<file path="src/lcdid_pkg.sv">
// Purpose: Shared constants, types and helpers of the character display instruction decoder.
// Assumes: 100 MHz core clock; display text RAM addresses are 7 bits wide, glyph pattern RAM 6 bits.
// Notes: Execution times are given in ns and turned into cycle counts here.
package lcdid_pkg;

  ////////////////////////////////////////////////////////////////////////////
  // Timing
  localparam int CLK_PERIOD_NS = 10;
  localparam int T_INSTR_NS = 39000;
  localparam int T_DATA_NS = 43000;
  localparam int T_HOME_NS = 1530000;
  localparam int INSTR_CYC = (T_INSTR_NS + CLK_PERIOD_NS - 1) / CLK_PERIOD_NS;
  localparam int DATA_CYC = (T_DATA_NS + CLK_PERIOD_NS - 1) / CLK_PERIOD_NS;
  localparam int HOME_CYC = (T_HOME_NS + CLK_PERIOD_NS - 1) / CLK_PERIOD_NS;
  localparam int BLINK_HALF_CYC = 50000000;
  localparam int BUSY_W = 18;
  localparam int BLINK_W = 26;

  ////////////////////////////////////////////////////////////////////////////
  // Bus map (byte addresses, one 32-bit word each)
  localparam logic [2:0] OFS_INSTR = 3'h0;
  localparam logic [2:0] OFS_DATA = 3'h4;

  ////////////////////////////////////////////////////////////////////////////
  // Instruction field positions
  localparam int BIT_DISP = 2;
  localparam int BIT_CURS = 1;
  localparam int BIT_BLINK = 0;
  localparam int BIT_SC = 3;
  localparam int BIT_RL = 2;
  localparam int BIT_DL = 4;
  localparam int BIT_N = 3;
  localparam int BIT_F = 2;
  localparam int BIT_ID = 1;
  localparam int BIT_SH = 0;

  ////////////////////////////////////////////////////////////////////////////
  // Address map and values after reset
  localparam logic [6:0] L1_END_2L = 7'h27;
  localparam logic [6:0] L2_START = 7'h40;
  localparam logic [6:0] L2_END = 7'h67;
  localparam logic [6:0] END_1L = 7'h4F;
  localparam logic [6:0] LEN_2L = 7'h28;
  localparam logic [6:0] LEN_1L = 7'h50;
  localparam logic [6:0] DD_LAST = 7'h7F;
  localparam logic [7:0] CHAR_SPACE = 8'h20;
  localparam logic RST_BUS8 = 1'b1;
  localparam logic RST_INC = 1'b1;
  localparam logic [6:0] RST_AC = 7'h00;

  typedef enum {LID_RUN, LID_CLEAR} lcdid_state_t;
  typedef enum {OP_NONE, OP_CLEAR, OP_HOME, OP_ENTRY, OP_CTRL, OP_SHIFT, OP_FUNC, OP_SETCG, OP_SETDD} lcdid_op_t;

  // Highest set bit picks the instruction
  function automatic lcdid_op_t lcdid_decode(input logic [7:0] b);
    lcdid_op_t op;
    op = OP_NONE;
    if (b[7]) op = OP_SETDD;
    else if (b[6]) op = OP_SETCG;
    else if (b[5]) op = OP_FUNC;
    else if (b[4]) op = OP_SHIFT;
    else if (b[3]) op = OP_CTRL;
    else if (b[2]) op = OP_ENTRY;
    else if (b[1]) op = OP_HOME;
    else if (b[0]) op = OP_CLEAR;
    return op;
  endfunction

  // Address counter step with line wrap
  function automatic logic [6:0] lcdid_ac_step(input logic [6:0] ac, input logic up, input logic two_line,
                                               input logic cg);
    logic [6:0] r;
    r = up ? 7'(ac + 7'h01) : 7'(ac - 7'h01);
    if (cg) r = {1'b0, r[5:0]};
    else if (two_line) begin
      if (up && ac == L1_END_2L) r = L2_START;
      else if (up && ac == L2_END) r = 7'h00;
      else if (!up && ac == 7'h00) r = L2_END;
      else if (!up && ac == L2_START) r = L1_END_2L;
    end else begin
      if (up && ac == END_1L) r = 7'h00;
      else if (!up && ac == 7'h00) r = END_1L;
    end
    return r;
  endfunction

endpackage

</file>
<file path="src/lcdid_top.sv">
// Purpose: Instruction decoder, address counter and data RAM access of a character display controller.
// Assumes: Host reaches it over Avalon-MM; display engine reads text and glyphs on the same clock.
// Notes: One wait state per access; instructions and data accesses are ignored while busy.
//
// Added by the designer: the Avalon-MM interface to the registers and the placing of the registers.
`timescale 1ns/10ps
module lcdid_top #(
  parameter int DATA_CYC = lcdid_pkg::DATA_CYC,
  parameter int HOME_CYC = lcdid_pkg::HOME_CYC,
  parameter int BLINK_HALF_CYC = lcdid_pkg::BLINK_HALF_CYC
) (
  // Clock and reset
  input wire logic clk,
  input wire logic rstn,
  // Avalon-MM slave
  input wire logic [2:0] avs_address,
  input wire logic avs_read,
  input wire logic avs_write,
  input wire logic [31:0] avs_writedata,
  input wire logic [3:0] avs_byteenable,
  output logic [31:0] avs_readdata,
  output logic avs_waitrequest,
  // Display engine
  input wire logic [6:0] disp_pos,
  output logic [7:0] disp_char,
  output logic disp_solid,
  output logic cursor_show,
  input wire logic [5:0] glyph_addr,
  output logic [7:0] glyph_row,
  // Mode status
  output logic two_line,
  output logic font_5x11,
  output logic bus_width_select,
  output logic busy_flag
);
  import lcdid_pkg::*;

  ////////////////////////////////////////////////////////////////////////////
  // Bus handshake
  logic waitreq_ff, busy_ff, display_on_ff, cursor_on_ff, blink_on_ff, inc_ff, follow_ff;
  logic bus8_ff, two_line_ff, font_ff, glyph_sel_ff, fetch_ff, blink_phase_ff;
  logic [6:0] address_counter_ff, shift_ofs_ff, clr_addr_ff;
  logic [7:0] odr_ff, rd_hold_ff, disp_char_ff, glyph_row_ff;
  logic [31:0] readdata_ff;
  logic disp_solid_ff, cursor_show_ff;
  logic [BUSY_W-1:0] busy_cnt_ff, nxt_busy_cnt;
  logic [BLINK_W-1:0] blink_cnt_ff;
  lcdid_state_t state_ff;
  logic half, mapped, is_instr, is_data, req, commit, take, complete;
  logic inst_go, data_wr_go, data_rd_go;
  logic [3:0] hi_nib;
  logic [7:0] byte_w, rd_byte, dd_rd, dd_disp, cg_rd, cg_glyph;
  logic [6:0] map_addr;
  lcdid_op_t op;

  assign is_instr = avs_address == OFS_INSTR;
  assign is_data = avs_address == OFS_DATA;
  assign mapped = is_instr | is_data;
  assign req = (avs_read | avs_write) & waitreq_ff;
  assign commit = (avs_read | avs_write) & ~waitreq_ff;
  assign take = commit & mapped & (avs_read | avs_byteenable[0]);
  assign complete = bus8_ff | half;
  assign byte_w = bus8_ff ? avs_writedata[7:0] : {hi_nib, avs_writedata[7:4]};
  assign op = lcdid_decode(byte_w);
  assign inst_go = take & avs_write & is_instr & complete & ~busy_ff;
  assign data_wr_go = take & avs_write & is_data & complete & ~busy_ff;
  assign data_rd_go = take & avs_read & is_data & complete & ~busy_ff;
  assign rd_byte = is_instr ? {busy_ff, address_counter_ff} : odr_ff;

  lcdid_nibble u_nibble (
    .clk(clk),
    .rstn(rstn),
    .bus8(bus8_ff),
    .take(take),
    .wr_nib(avs_writedata[7:4]),
    .half(half),
    .hi_nib(hi_nib)
  );

  // Answer one cycle after the request is seen
  always_ff @(posedge clk or negedge rstn) begin
    if (!rstn) begin
      waitreq_ff <= 1'b1;
    end else begin
      waitreq_ff <= ~req;
    end
  end

  always_ff @(posedge clk or negedge rstn) begin
    if (!rstn) begin
      readdata_ff <= 32'h0;
      rd_hold_ff <= 8'h00;
    end else if (req && avs_read) begin
      if (!mapped) begin
        readdata_ff <= 32'h0;
      end else if (bus8_ff) begin
        readdata_ff <= {24'h0, rd_byte};
      end else if (!half) begin
        readdata_ff <= {24'h0, rd_byte[7:4], 4'h0};
        rd_hold_ff <= rd_byte;
      end else begin
        readdata_ff <= {24'h0, rd_hold_ff[3:0], 4'h0};
      end
    end
  end

  ////////////////////////////////////////////////////////////////////////////
  // Busy timer; a host that ignores it just has its access dropped
  always_comb begin
    nxt_busy_cnt = (busy_cnt_ff != '0) ? BUSY_W'(busy_cnt_ff - 1'b1) : busy_cnt_ff;
    if (inst_go) begin
      nxt_busy_cnt = (op == OP_CLEAR || op == OP_HOME) ? BUSY_W'(HOME_CYC) : BUSY_W'(INSTR_CYC);
    end else if (data_wr_go || data_rd_go) begin
      nxt_busy_cnt = BUSY_W'(DATA_CYC);
    end
  end

  always_ff @(posedge clk or negedge rstn) begin
    if (!rstn) begin
      busy_cnt_ff <= '0;
      busy_ff <= 1'b0;
    end else begin
      busy_cnt_ff <= nxt_busy_cnt;
      busy_ff <= nxt_busy_cnt != '0;
    end
  end

  ////////////////////////////////////////////////////////////////////////////
  // Mode registers
  always_ff @(posedge clk or negedge rstn) begin
    if (!rstn) begin
      display_on_ff <= 1'b0;
      cursor_on_ff <= 1'b0;
      blink_on_ff <= 1'b0;
    end else if (inst_go && op == OP_CTRL) begin
      display_on_ff <= byte_w[BIT_DISP];
      cursor_on_ff <= byte_w[BIT_CURS];
      blink_on_ff <= byte_w[BIT_BLINK];
    end
  end

  always_ff @(posedge clk or negedge rstn) begin
    if (!rstn) begin
      bus8_ff <= RST_BUS8;
      two_line_ff <= 1'b0;
      font_ff <= 1'b0;
    end else if (inst_go && op == OP_FUNC) begin
      bus8_ff <= byte_w[BIT_DL];
      two_line_ff <= byte_w[BIT_N];
      font_ff <= byte_w[BIT_F];
    end
  end

  always_ff @(posedge clk or negedge rstn) begin
    if (!rstn) begin
      inc_ff <= RST_INC;
      follow_ff <= 1'b0;
    end else if (inst_go && op == OP_ENTRY) begin
      inc_ff <= byte_w[BIT_ID];
      follow_ff <= byte_w[BIT_SH];
    end else if (inst_go && op == OP_CLEAR) begin
      inc_ff <= RST_INC;
    end
  end

  ////////////////////////////////////////////////////////////////////////////
  // Address counter and RAM target
  always_ff @(posedge clk or negedge rstn) begin
    if (!rstn) begin
      address_counter_ff <= RST_AC;
      glyph_sel_ff <= 1'b0;
    end else if (inst_go) begin
      case (op)
        OP_CLEAR, OP_HOME: begin
          address_counter_ff <= RST_AC;
          glyph_sel_ff <= 1'b0;
        end
        OP_SETCG: begin
          address_counter_ff <= {1'b0, byte_w[5:0]};
          glyph_sel_ff <= 1'b1;
        end
        OP_SETDD: begin
          address_counter_ff <= byte_w[6:0];
          glyph_sel_ff <= 1'b0;
        end
        OP_SHIFT: begin
          // Display shift keeps the counter
          if (!byte_w[BIT_SC]) begin
            address_counter_ff <= lcdid_ac_step(address_counter_ff, byte_w[BIT_RL], two_line_ff,
                                                glyph_sel_ff);
          end
        end
        default: begin
          address_counter_ff <= address_counter_ff;
        end
      endcase
    end else if (data_wr_go || data_rd_go) begin
      address_counter_ff <= lcdid_ac_step(address_counter_ff, inc_ff, two_line_ff,
                                          glyph_sel_ff);
    end
  end

  // One offset for every line, so all lines move together
  always_ff @(posedge clk or negedge rstn) begin
    if (!rstn) begin
      shift_ofs_ff <= 7'h00;
    end else if (inst_go && (op == OP_CLEAR || op == OP_HOME || op == OP_FUNC)) begin
      shift_ofs_ff <= 7'h00;
    end else if ((inst_go && op == OP_SHIFT && byte_w[BIT_SC]) ||
                 (data_wr_go && follow_ff && !glyph_sel_ff)) begin
      if (inst_go ? !byte_w[BIT_RL] : inc_ff) begin
        shift_ofs_ff <= (shift_ofs_ff == (two_line_ff ? LEN_2L : LEN_1L) - 7'h01) ? 7'h00 : 7'(shift_ofs_ff + 7'h01);
      end else begin
        shift_ofs_ff <= (shift_ofs_ff == 7'h00) ? (two_line_ff ? LEN_2L : LEN_1L) - 7'h01 : 7'(shift_ofs_ff - 7'h01);
      end
    end
  end

  ////////////////////////////////////////////////////////////////////////////
  // Clear sweep writes spaces across the text RAM while busy
  always_ff @(posedge clk or negedge rstn) begin
    if (!rstn) begin
      state_ff <= LID_RUN;
      clr_addr_ff <= 7'h00;
    end else begin
      case (state_ff)
        LID_RUN: begin
          if (inst_go && op == OP_CLEAR) begin
            state_ff <= LID_CLEAR;
            clr_addr_ff <= 7'h00;
          end
        end
        LID_CLEAR: begin
          clr_addr_ff <= 7'(clr_addr_ff + 7'h01);
          if (clr_addr_ff == DD_LAST) begin
            state_ff <= LID_RUN;
          end
        end
        default: begin
          state_ff <= LID_RUN;
        end
      endcase
    end
  end

  lcdid_ram #(.AW(7), .DW(8)) u_text_ram (
    .clk(clk),
    .we((state_ff == LID_CLEAR) || (data_wr_go && !glyph_sel_ff)),
    .waddr((state_ff == LID_CLEAR) ? clr_addr_ff : address_counter_ff),
    .wdata((state_ff == LID_CLEAR) ? CHAR_SPACE : byte_w),
    .raddr0(address_counter_ff),
    .rdata0(dd_rd),
    .raddr1(map_addr),
    .rdata1(dd_disp)
  );

  lcdid_ram #(.AW(6), .DW(8)) u_glyph_ram (
    .clk(clk),
    .we(data_wr_go && glyph_sel_ff),
    .waddr(address_counter_ff[5:0]),
    .wdata(byte_w),
    .raddr0(address_counter_ff[5:0]),
    .rdata0(cg_rd),
    .raddr1(glyph_addr),
    .rdata1(cg_glyph)
  );

  ////////////////////////////////////////////////////////////////////////////
  // Read latch; a write does not refresh it, so stale data follows a write
  always_ff @(posedge clk or negedge rstn) begin
    if (!rstn) begin
      fetch_ff <= 1'b0;
      odr_ff <= 8'h00;
    end else begin
      fetch_ff <= (inst_go && (op == OP_SETCG || op == OP_SETDD)) ||
                  (inst_go && op == OP_SHIFT && !byte_w[BIT_SC] && !glyph_sel_ff) ||
                  data_rd_go;
      if (fetch_ff) begin
        odr_ff <= glyph_sel_ff ? cg_rd : dd_rd;
      end
    end
  end

  ////////////////////////////////////////////////////////////////////////////
  // Display side
  always_comb begin
    if (two_line_ff) begin
      map_addr = {disp_pos[6], 6'(((disp_pos[5:0] + shift_ofs_ff) >= LEN_2L) ?
                 (disp_pos[5:0] + shift_ofs_ff - LEN_2L) : (disp_pos[5:0] + shift_ofs_ff))};
    end else begin
      map_addr = 7'(((disp_pos + shift_ofs_ff) >= LEN_1L) ? (disp_pos + shift_ofs_ff - LEN_1L)
                 : (disp_pos + shift_ofs_ff));
    end
  end

  always_ff @(posedge clk or negedge rstn) begin
    if (!rstn) begin
      blink_cnt_ff <= '0;
      blink_phase_ff <= 1'b0;
    end else if (!blink_on_ff) begin
      blink_cnt_ff <= '0;
      blink_phase_ff <= 1'b0;
    end else if (blink_cnt_ff == BLINK_W'(BLINK_HALF_CYC - 1)) begin
      blink_cnt_ff <= '0;
      blink_phase_ff <= ~blink_phase_ff;
    end else begin
      blink_cnt_ff <= BLINK_W'(blink_cnt_ff + 1'b1);
    end
  end

  always_ff @(posedge clk or negedge rstn) begin
    if (!rstn) begin
      disp_char_ff <= CHAR_SPACE;
      disp_solid_ff <= 1'b0;
      cursor_show_ff <= 1'b0;
      glyph_row_ff <= 8'h00;
    end else begin
      disp_char_ff <= display_on_ff ? dd_disp : CHAR_SPACE;
      disp_solid_ff <= display_on_ff && blink_on_ff && blink_phase_ff && !glyph_sel_ff &&
                       map_addr == address_counter_ff;
      cursor_show_ff <= display_on_ff && cursor_on_ff && !glyph_sel_ff &&
                        map_addr == address_counter_ff;
      glyph_row_ff <= cg_glyph;
    end
  end

  assign avs_waitrequest = waitreq_ff;
  assign avs_readdata = readdata_ff;
  assign disp_char = disp_char_ff;
  assign disp_solid = disp_solid_ff;
  assign cursor_show = cursor_show_ff;
  assign glyph_row = glyph_row_ff;
  assign two_line = two_line_ff;
  assign font_5x11 = font_ff;
  assign bus_width_select = bus8_ff;
  assign busy_flag = busy_ff;
endmodule // lcdid_top

</file>
<file path="src/lcdid_ram.sv">
// Purpose: Small RAM with one write port and two asynchronous read ports.
// Assumes: Single clock; contents are not reset.
// Notes: Used for both the display text RAM and the glyph pattern RAM.
`timescale 1ns/10ps
module lcdid_ram #(
  parameter int AW = 7,
  parameter int DW = 8
) (
  // Clock
  input wire logic clk,
  // Write port
  input wire logic we,
  input wire logic [AW-1:0] waddr,
  input wire logic [DW-1:0] wdata,
  // Read ports
  input wire logic [AW-1:0] raddr0,
  output logic [DW-1:0] rdata0,
  input wire logic [AW-1:0] raddr1,
  output logic [DW-1:0] rdata1
);
  logic [DW-1:0] mem [2**AW];

  always_ff @(posedge clk) begin
    if (we) begin
      mem[waddr] <= wdata;
    end
  end

  assign rdata0 = mem[raddr0];
  assign rdata1 = mem[raddr1];
endmodule // lcdid_ram

</file>
<file path="src/lcdid_nibble.sv">
// Purpose: Tracks which half of a byte a 4-bit bus access carries.
// Assumes: Nibbles arrive on the upper data lines, high nibble first.
// Notes: In 8-bit mode every access is a whole byte and the half flag stays low.
`timescale 1ns/10ps
module lcdid_nibble (
  // Clock and reset
  input wire logic clk,
  input wire logic rstn,
  // Control
  input wire logic bus8,
  input wire logic take,
  input wire logic [3:0] wr_nib,
  // State
  output logic half,
  output logic [3:0] hi_nib
);
  logic half_ff;
  logic [3:0] hi_ff;

  always_ff @(posedge clk or negedge rstn) begin
    if (!rstn) begin
      half_ff <= 1'b0;
    end else if (bus8) begin
      half_ff <= 1'b0;
    end else if (take) begin
      half_ff <= ~half_ff;
    end
  end

  always_ff @(posedge clk or negedge rstn) begin
    if (!rstn) begin
      hi_ff <= 4'h0;
    end else if (take && !half_ff) begin
      hi_ff <= wr_nib;
    end
  end

  assign half = half_ff;
  assign hi_nib = hi_ff;
endmodule // lcdid_nibble

</file>
<file path="config.mk">
export PLATFORM = sky130hd
export DESIGN_NAME = lcdid_top
export DESIGN_NICKNAME = d
export VERILOG_FILES = /design/src/lcdid_pkg.sv /design/src/lcdid_top.sv /design/src/lcdid_ram.sv /design/src/lcdid_nibble.sv
export SDC_FILE = /design/constraint.sdc
export NUM_CORES = 2
export LEC_CHECK = 0
export BUFFER_PORTS_ARGS = -buffer_cell sky130_fd_sc_hd__buf_2
export CAP_MARGIN = 20
export CORE_UTILIZATION = 55
export DETAILED_ROUTE_END_ITERATION = 16
export GPL_ROUTABILITY_DRIVEN = 0
export PLACE_DENSITY_LB_ADDON = 0.05
export SLEW_MARGIN = 5
export SYNTH_ARGS = -nofsm -noshare
export SYNTH_HDL_FRONTEND = slang
export SYNTH_SLANG_ARGS = --single-unit
</file>
<file path="constraint.sdc">
create_clock -name clk -period 17.79 [get_ports clk]
set_input_delay 3.558 -clock clk [delete_from_list [all_inputs] [get_ports clk]]
set_output_delay 3.558 -clock clk [all_outputs]
set_load 0.02 [all_outputs]
</file>
==> metrics.md <==
| Metric | Value |
|---|---|
| Status | finished clean |
| Drt total wl | 255900 um |
| Routed WL per cell | 37.65 um |
| Worst-Margin Slew | 1.232 ns |
| DRC | 0 |
| Fmax | 111.2 MHz |
| Post-CTS Setup Bufs | 0 |
| RSZ-0062 raised after global routing | false |
| Sequential fraction of design power | 0.502 |
| Final hold viol count | 0 |
| Total core area | approximately 140000 um^2 |
| CP Max Fanout | between 90 and 100 |
| CTS sink cnt | 1658 |
| CP max-delay cell | fa_4 |
| Worst VDD drop | 0.00008476 V |
| Library cells used by synthesis | 95 |
| Seq cells post-synth | 1658 |
| CTS H-Tree Depth | 4 |
| Largest net degree at the start of global routing | 99 |
| Gr ovfl total | 0 |
| Post-DR vias/cell | around 7.6 |
| MaxCap Viol Count | 0 |
| Post_cts resized | 0 |
| Maximum root-to-sink buffer count | 3 |
| Synthesized netlist cell count | 4876 |
| Clk pin slew, worst setup/hold paths | 0.06 ns |
| Starting Density | 0.5542 |
| Final Worst Setup Slack | about 9 ns |
| Largest cells by area after synthesis | edfxtp_1, mux4_2, a22oi_1 |
| Final period util | 0.5053 |
| Post-synth EDFFs | 1536 |
| Switch share | 0.2498 |
| Final setup violation count | 0 |
| # fillers | 10146 |
| Global-route usage over all layers | 0.3625 |
| Antenna-violating nets left | 0 |
| CTS Root Cell | clkbuf_16 |
| Horiz. Die Dim | 374.2 um |
| Average cell area after synthesis | 15.63 um^2 |
| Chip height | 374.2 um |
| Vias in the first global route | 48631 |
| Int Power | 6.845 mW |
| Combinational group share of total power | 0.099 |
| Yosys warning count | 0 |
| DP Wirelength | 152700 um |
| First-pass GRT wire length | approximately 360000 um |
| Setup TNS | 0 ns |
| Worst hold path class | flip-flop to flip-flop |
| Crit-path cells | buf_2 > ha_4 > inv_1 > fa_4 > buf_4 > buf_12 > buf_4 > mux4_2 > mux4_2 > nor2b_1 > nor4_1 > o31ai_1 |
| Worst Setup Start Kind | input port |
| Rows | 136 |
| Clock Skew | roughly 0.026 ns |
| Fraction of registers with async set/reset | 0.07358 |
| CTS Hold Bufs | 0 |
| Post-synth top area share | 0.6053 |
| Hold slack | 0.4799 ns |
| Leak | between 20 and 30 nW |
| Nets | 4928 |
| CTS tree | built |
| Most used DFF post-synth | edfxtp_1 |
| Slew HR | 0.1754 |
| Num CTS Buffers | 172 |
| Net switching power | 2.280 mW |
| Overall power | 9.125 mW |
| Register area share after synthesis | 0.6454 |
| Slew Viols, Final | 0 |
| Vias after detailed routing | just over 50000 |
| Pre-CTS setup slack | approximately 8.2 ns |
| Pwr/cell area | 108.5 nW/um^2 |
| CP Data Required Time | around 18 ns |
| Initial DRC count | ~8700 |
| Fraction of layout cells with a size suffix above 1 | 0.1940 |
| Initial antenna violation count | 11 |
| Clock share of power | 0.399 |
| Synth-to-layout area growth | 10.40% |
| First-pass detailed-route iteration total | 6 |
| # port buffers | 59 |
| # IOs | between 100 and 150 |
| Yosys top cell by area | edfxtp_1 |
| Die area | 140000 um^2 |
| CP Capture Type | flip-flop |
| Critical path class | input port to flip-flop |
| Post-Syn Area | 76200 um^2 |
| Highest cell delay on the worst timing path | 1.17 ns |
| Clk_lat worst skew | 0.85 ns |
| Post-layout min period | 8.989 ns |
| Critical Path AT | 9.56 ns |
routing by layer:
layer	vias to the layer above	part of all wire	GRT usage
li1	20277	-	-
met3	635	0.14	0.1034
met2	4060	0.45	0.5333
met4	2	0.040	0.1324
met5	-	0.000039	0
met1	26369	0.37	0.5182
final timing paths:
| kind | slack (ns) | to | cells after the start | from |
|---|---|---|---|---|
| min | 0.48 | rd_hold_ff[2]$_DFFE_PN0P_ | 2 | rd_hold_ff[2]$_DFFE_PN0P_ |
| min in group asynchronous | 2.71 | blink_cnt_ff[24]$_DFF_PN0_ | 1 | rstn |
| max in group asynchronous | 13.59 | address_counter_ff[5]$_DFFE_PN0P_ | 2 | rstn |
| max | 8.80 | disp_char[3]$_DFF_PN0_ | 12 | disp_pos[0] |
| min reg2reg | 0.48 | rd_hold_ff[2]$_DFFE_PN0P_ | 2 | rd_hold_ff[2]$_DFFE_PN0P_ |
| max reg2reg | 11.08 | disp_char[3]$_DFF_PN0_ | 11 | shift_ofs_ff[0]$_DFFE_PN0P_ |
cells by family (layout without fill, tap and decap cells):
| group | count (synthesis) | count (layout) | share of synthesized area |
|---|---|---|---|
| flops | 1658 | 1658 | 0.6454 |
| compound gates | 1221 | 1221 | 0.1187 |
| simple gates | 952 | 952 | 0.05900 |
| mux | 518 | 518 | 0.1422 |
| buf+inv | 445 | 546 | 0.02432 |
| xor+xnor | 66 | 66 | 0.007685 |
| fa+ha+maj | 15 | 15 | 0.002562 |
| other cells | 1 | 26 | 0.00004921 |
cell usage after synthesis (7+ instances only):
| library cell | number |
|---|---|
| a211oi_1 | 8 |
| a21oi_1 | 104 |
| a221oi_1 | 101 |
| a222oi_1 | 7 |
| a22o_1 | 102 |
| a22oi_1 | 559 |
| a311oi_1 | 15 |
| a31oi_1 | 68 |
| a41oi_1 | 37 |
| and3_1 | 24 |
| and4_1 | 8 |
| buf_1 | 90 |
| buf_2 | 65 |
| buf_4 | 27 |
| clkbuf_1 | 224 |
| dfrtp_1 | 118 |
| edfxtp_1 | 1536 |
| ha_1 | 14 |
| inv_1 | 35 |
| mux2_2 | 18 |
| mux2i_1 | 50 |
| mux4_2 | 450 |
| nand2_1 | 277 |
| nand2b_1 | 11 |
| nand3_1 | 77 |
| nand3b_1 | 7 |
| nand4_1 | 90 |
| nor2_1 | 309 |
| nor2b_1 | 31 |
| nor3_1 | 37 |
| nor4_1 | 21 |
| o211ai_1 | 20 |
| o21ai_0 | 92 |
| o221ai_1 | 7 |
| o22ai_1 | 16 |
| o31ai_1 | 15 |
| or3_1 | 11 |
| or4_1 | 8 |
| xnor2_1 | 38 |
| xor2_1 | 27 |
power groups by stage:
stage	combinational (mW)	clock [mW]	sequential, mW
4_1_cts	0.878	3.66	4.58
2_1_floorplan	0.486	0	4.69
6_report	0.905	3.64	4.58
3_5_place_dp	0.880	0	4.66
3_3_place_gp	0.864	0	4.66
5_1_grt	0.942	3.80	4.58
layout make-up:
| cell class | count | area [um^2] | share of cell area |
|---|---|---|---|
| multi-input combinational | 2796 | 25430 | 0.3023 |
| antenna | 2 | 5.005 | 0.00005950 |
| tap | 1794 | 2245 | 0.02668 |
| sequential | 1658 | 49190 | 0.5848 |
| clock inverter | 94 | 1028 | 0.01223 |
| timing repair buffer | 190 | 1473 | 0.01751 |
| clock buffer | 223 | 4603 | 0.05472 |
| inverter | 39 | 146.4 | 0.001740 |
layout by cell type (no fill, tap or decap), drive strengths merged, types with 24 or more instances in the layout:
master / netlist / layout
and3: 24 / 24
mux2i: 50 / 50
a22o: 102 / 102
nor3: 38 / 38
mux4: 450 / 450
nand4: 90 / 90
nor2: 309 / 309
conb: 1 / 24
a22oi: 559 / 559
a21oi: 104 / 104
a41oi: 37 / 37
nand3: 77 / 77
nand2: 279 / 279
buf: 182 / 188
nor2b: 31 / 31
a31oi: 69 / 69
edfxtp: 1536 / 1536
o21ai: 96 / 96
xnor2: 38 / 38
a221oi: 101 / 101
xor2: 28 / 28
clkinv: 3 / 66
clkbuf: 224 / 224
inv: 36 / 48
dfrtp: 118 / 118
worst max-delay path, delay by kind of cell:
family | cells | cell delay (ns)
fa+ha+maj | 2 | 1.31
buf+inv | 5 | 1.95
compound gates | 1 | 0.43
simple gates | 2 | 1.16
mux | 2 | 0.96
per-stage QoR:
step / area, um^2 / instances / utilization
after detailed placement: 78430 / 6473 / 0.5705
after CTS: 84070 / 6790 / 0.6114
after global routing: 84120 / 6794 / 0.6118
after floorplan: 76290 / 4899 / -
after global placement: 78420 / 6471 / 0.5703
final: 84120 / 6796 / 0.6118
state kept, by name (all words and copies together), names as in the netlist, 4 cells and up:
signal	flops
clr_addr_ff	7
blink_cnt_ff	26
address_counter_ff	7
avs_readdata	8
busy_cnt_ff	18
glyph_row	8
shift_ofs_ff	7
u_glyph_ram.mem	512
rd_hold_ff	4
u_text_ram.mem	1024
odr_ff	8
disp_char	8
u_nibble.hi_nib	4
No activity file was read; power rests on OpenSTA's default activity.
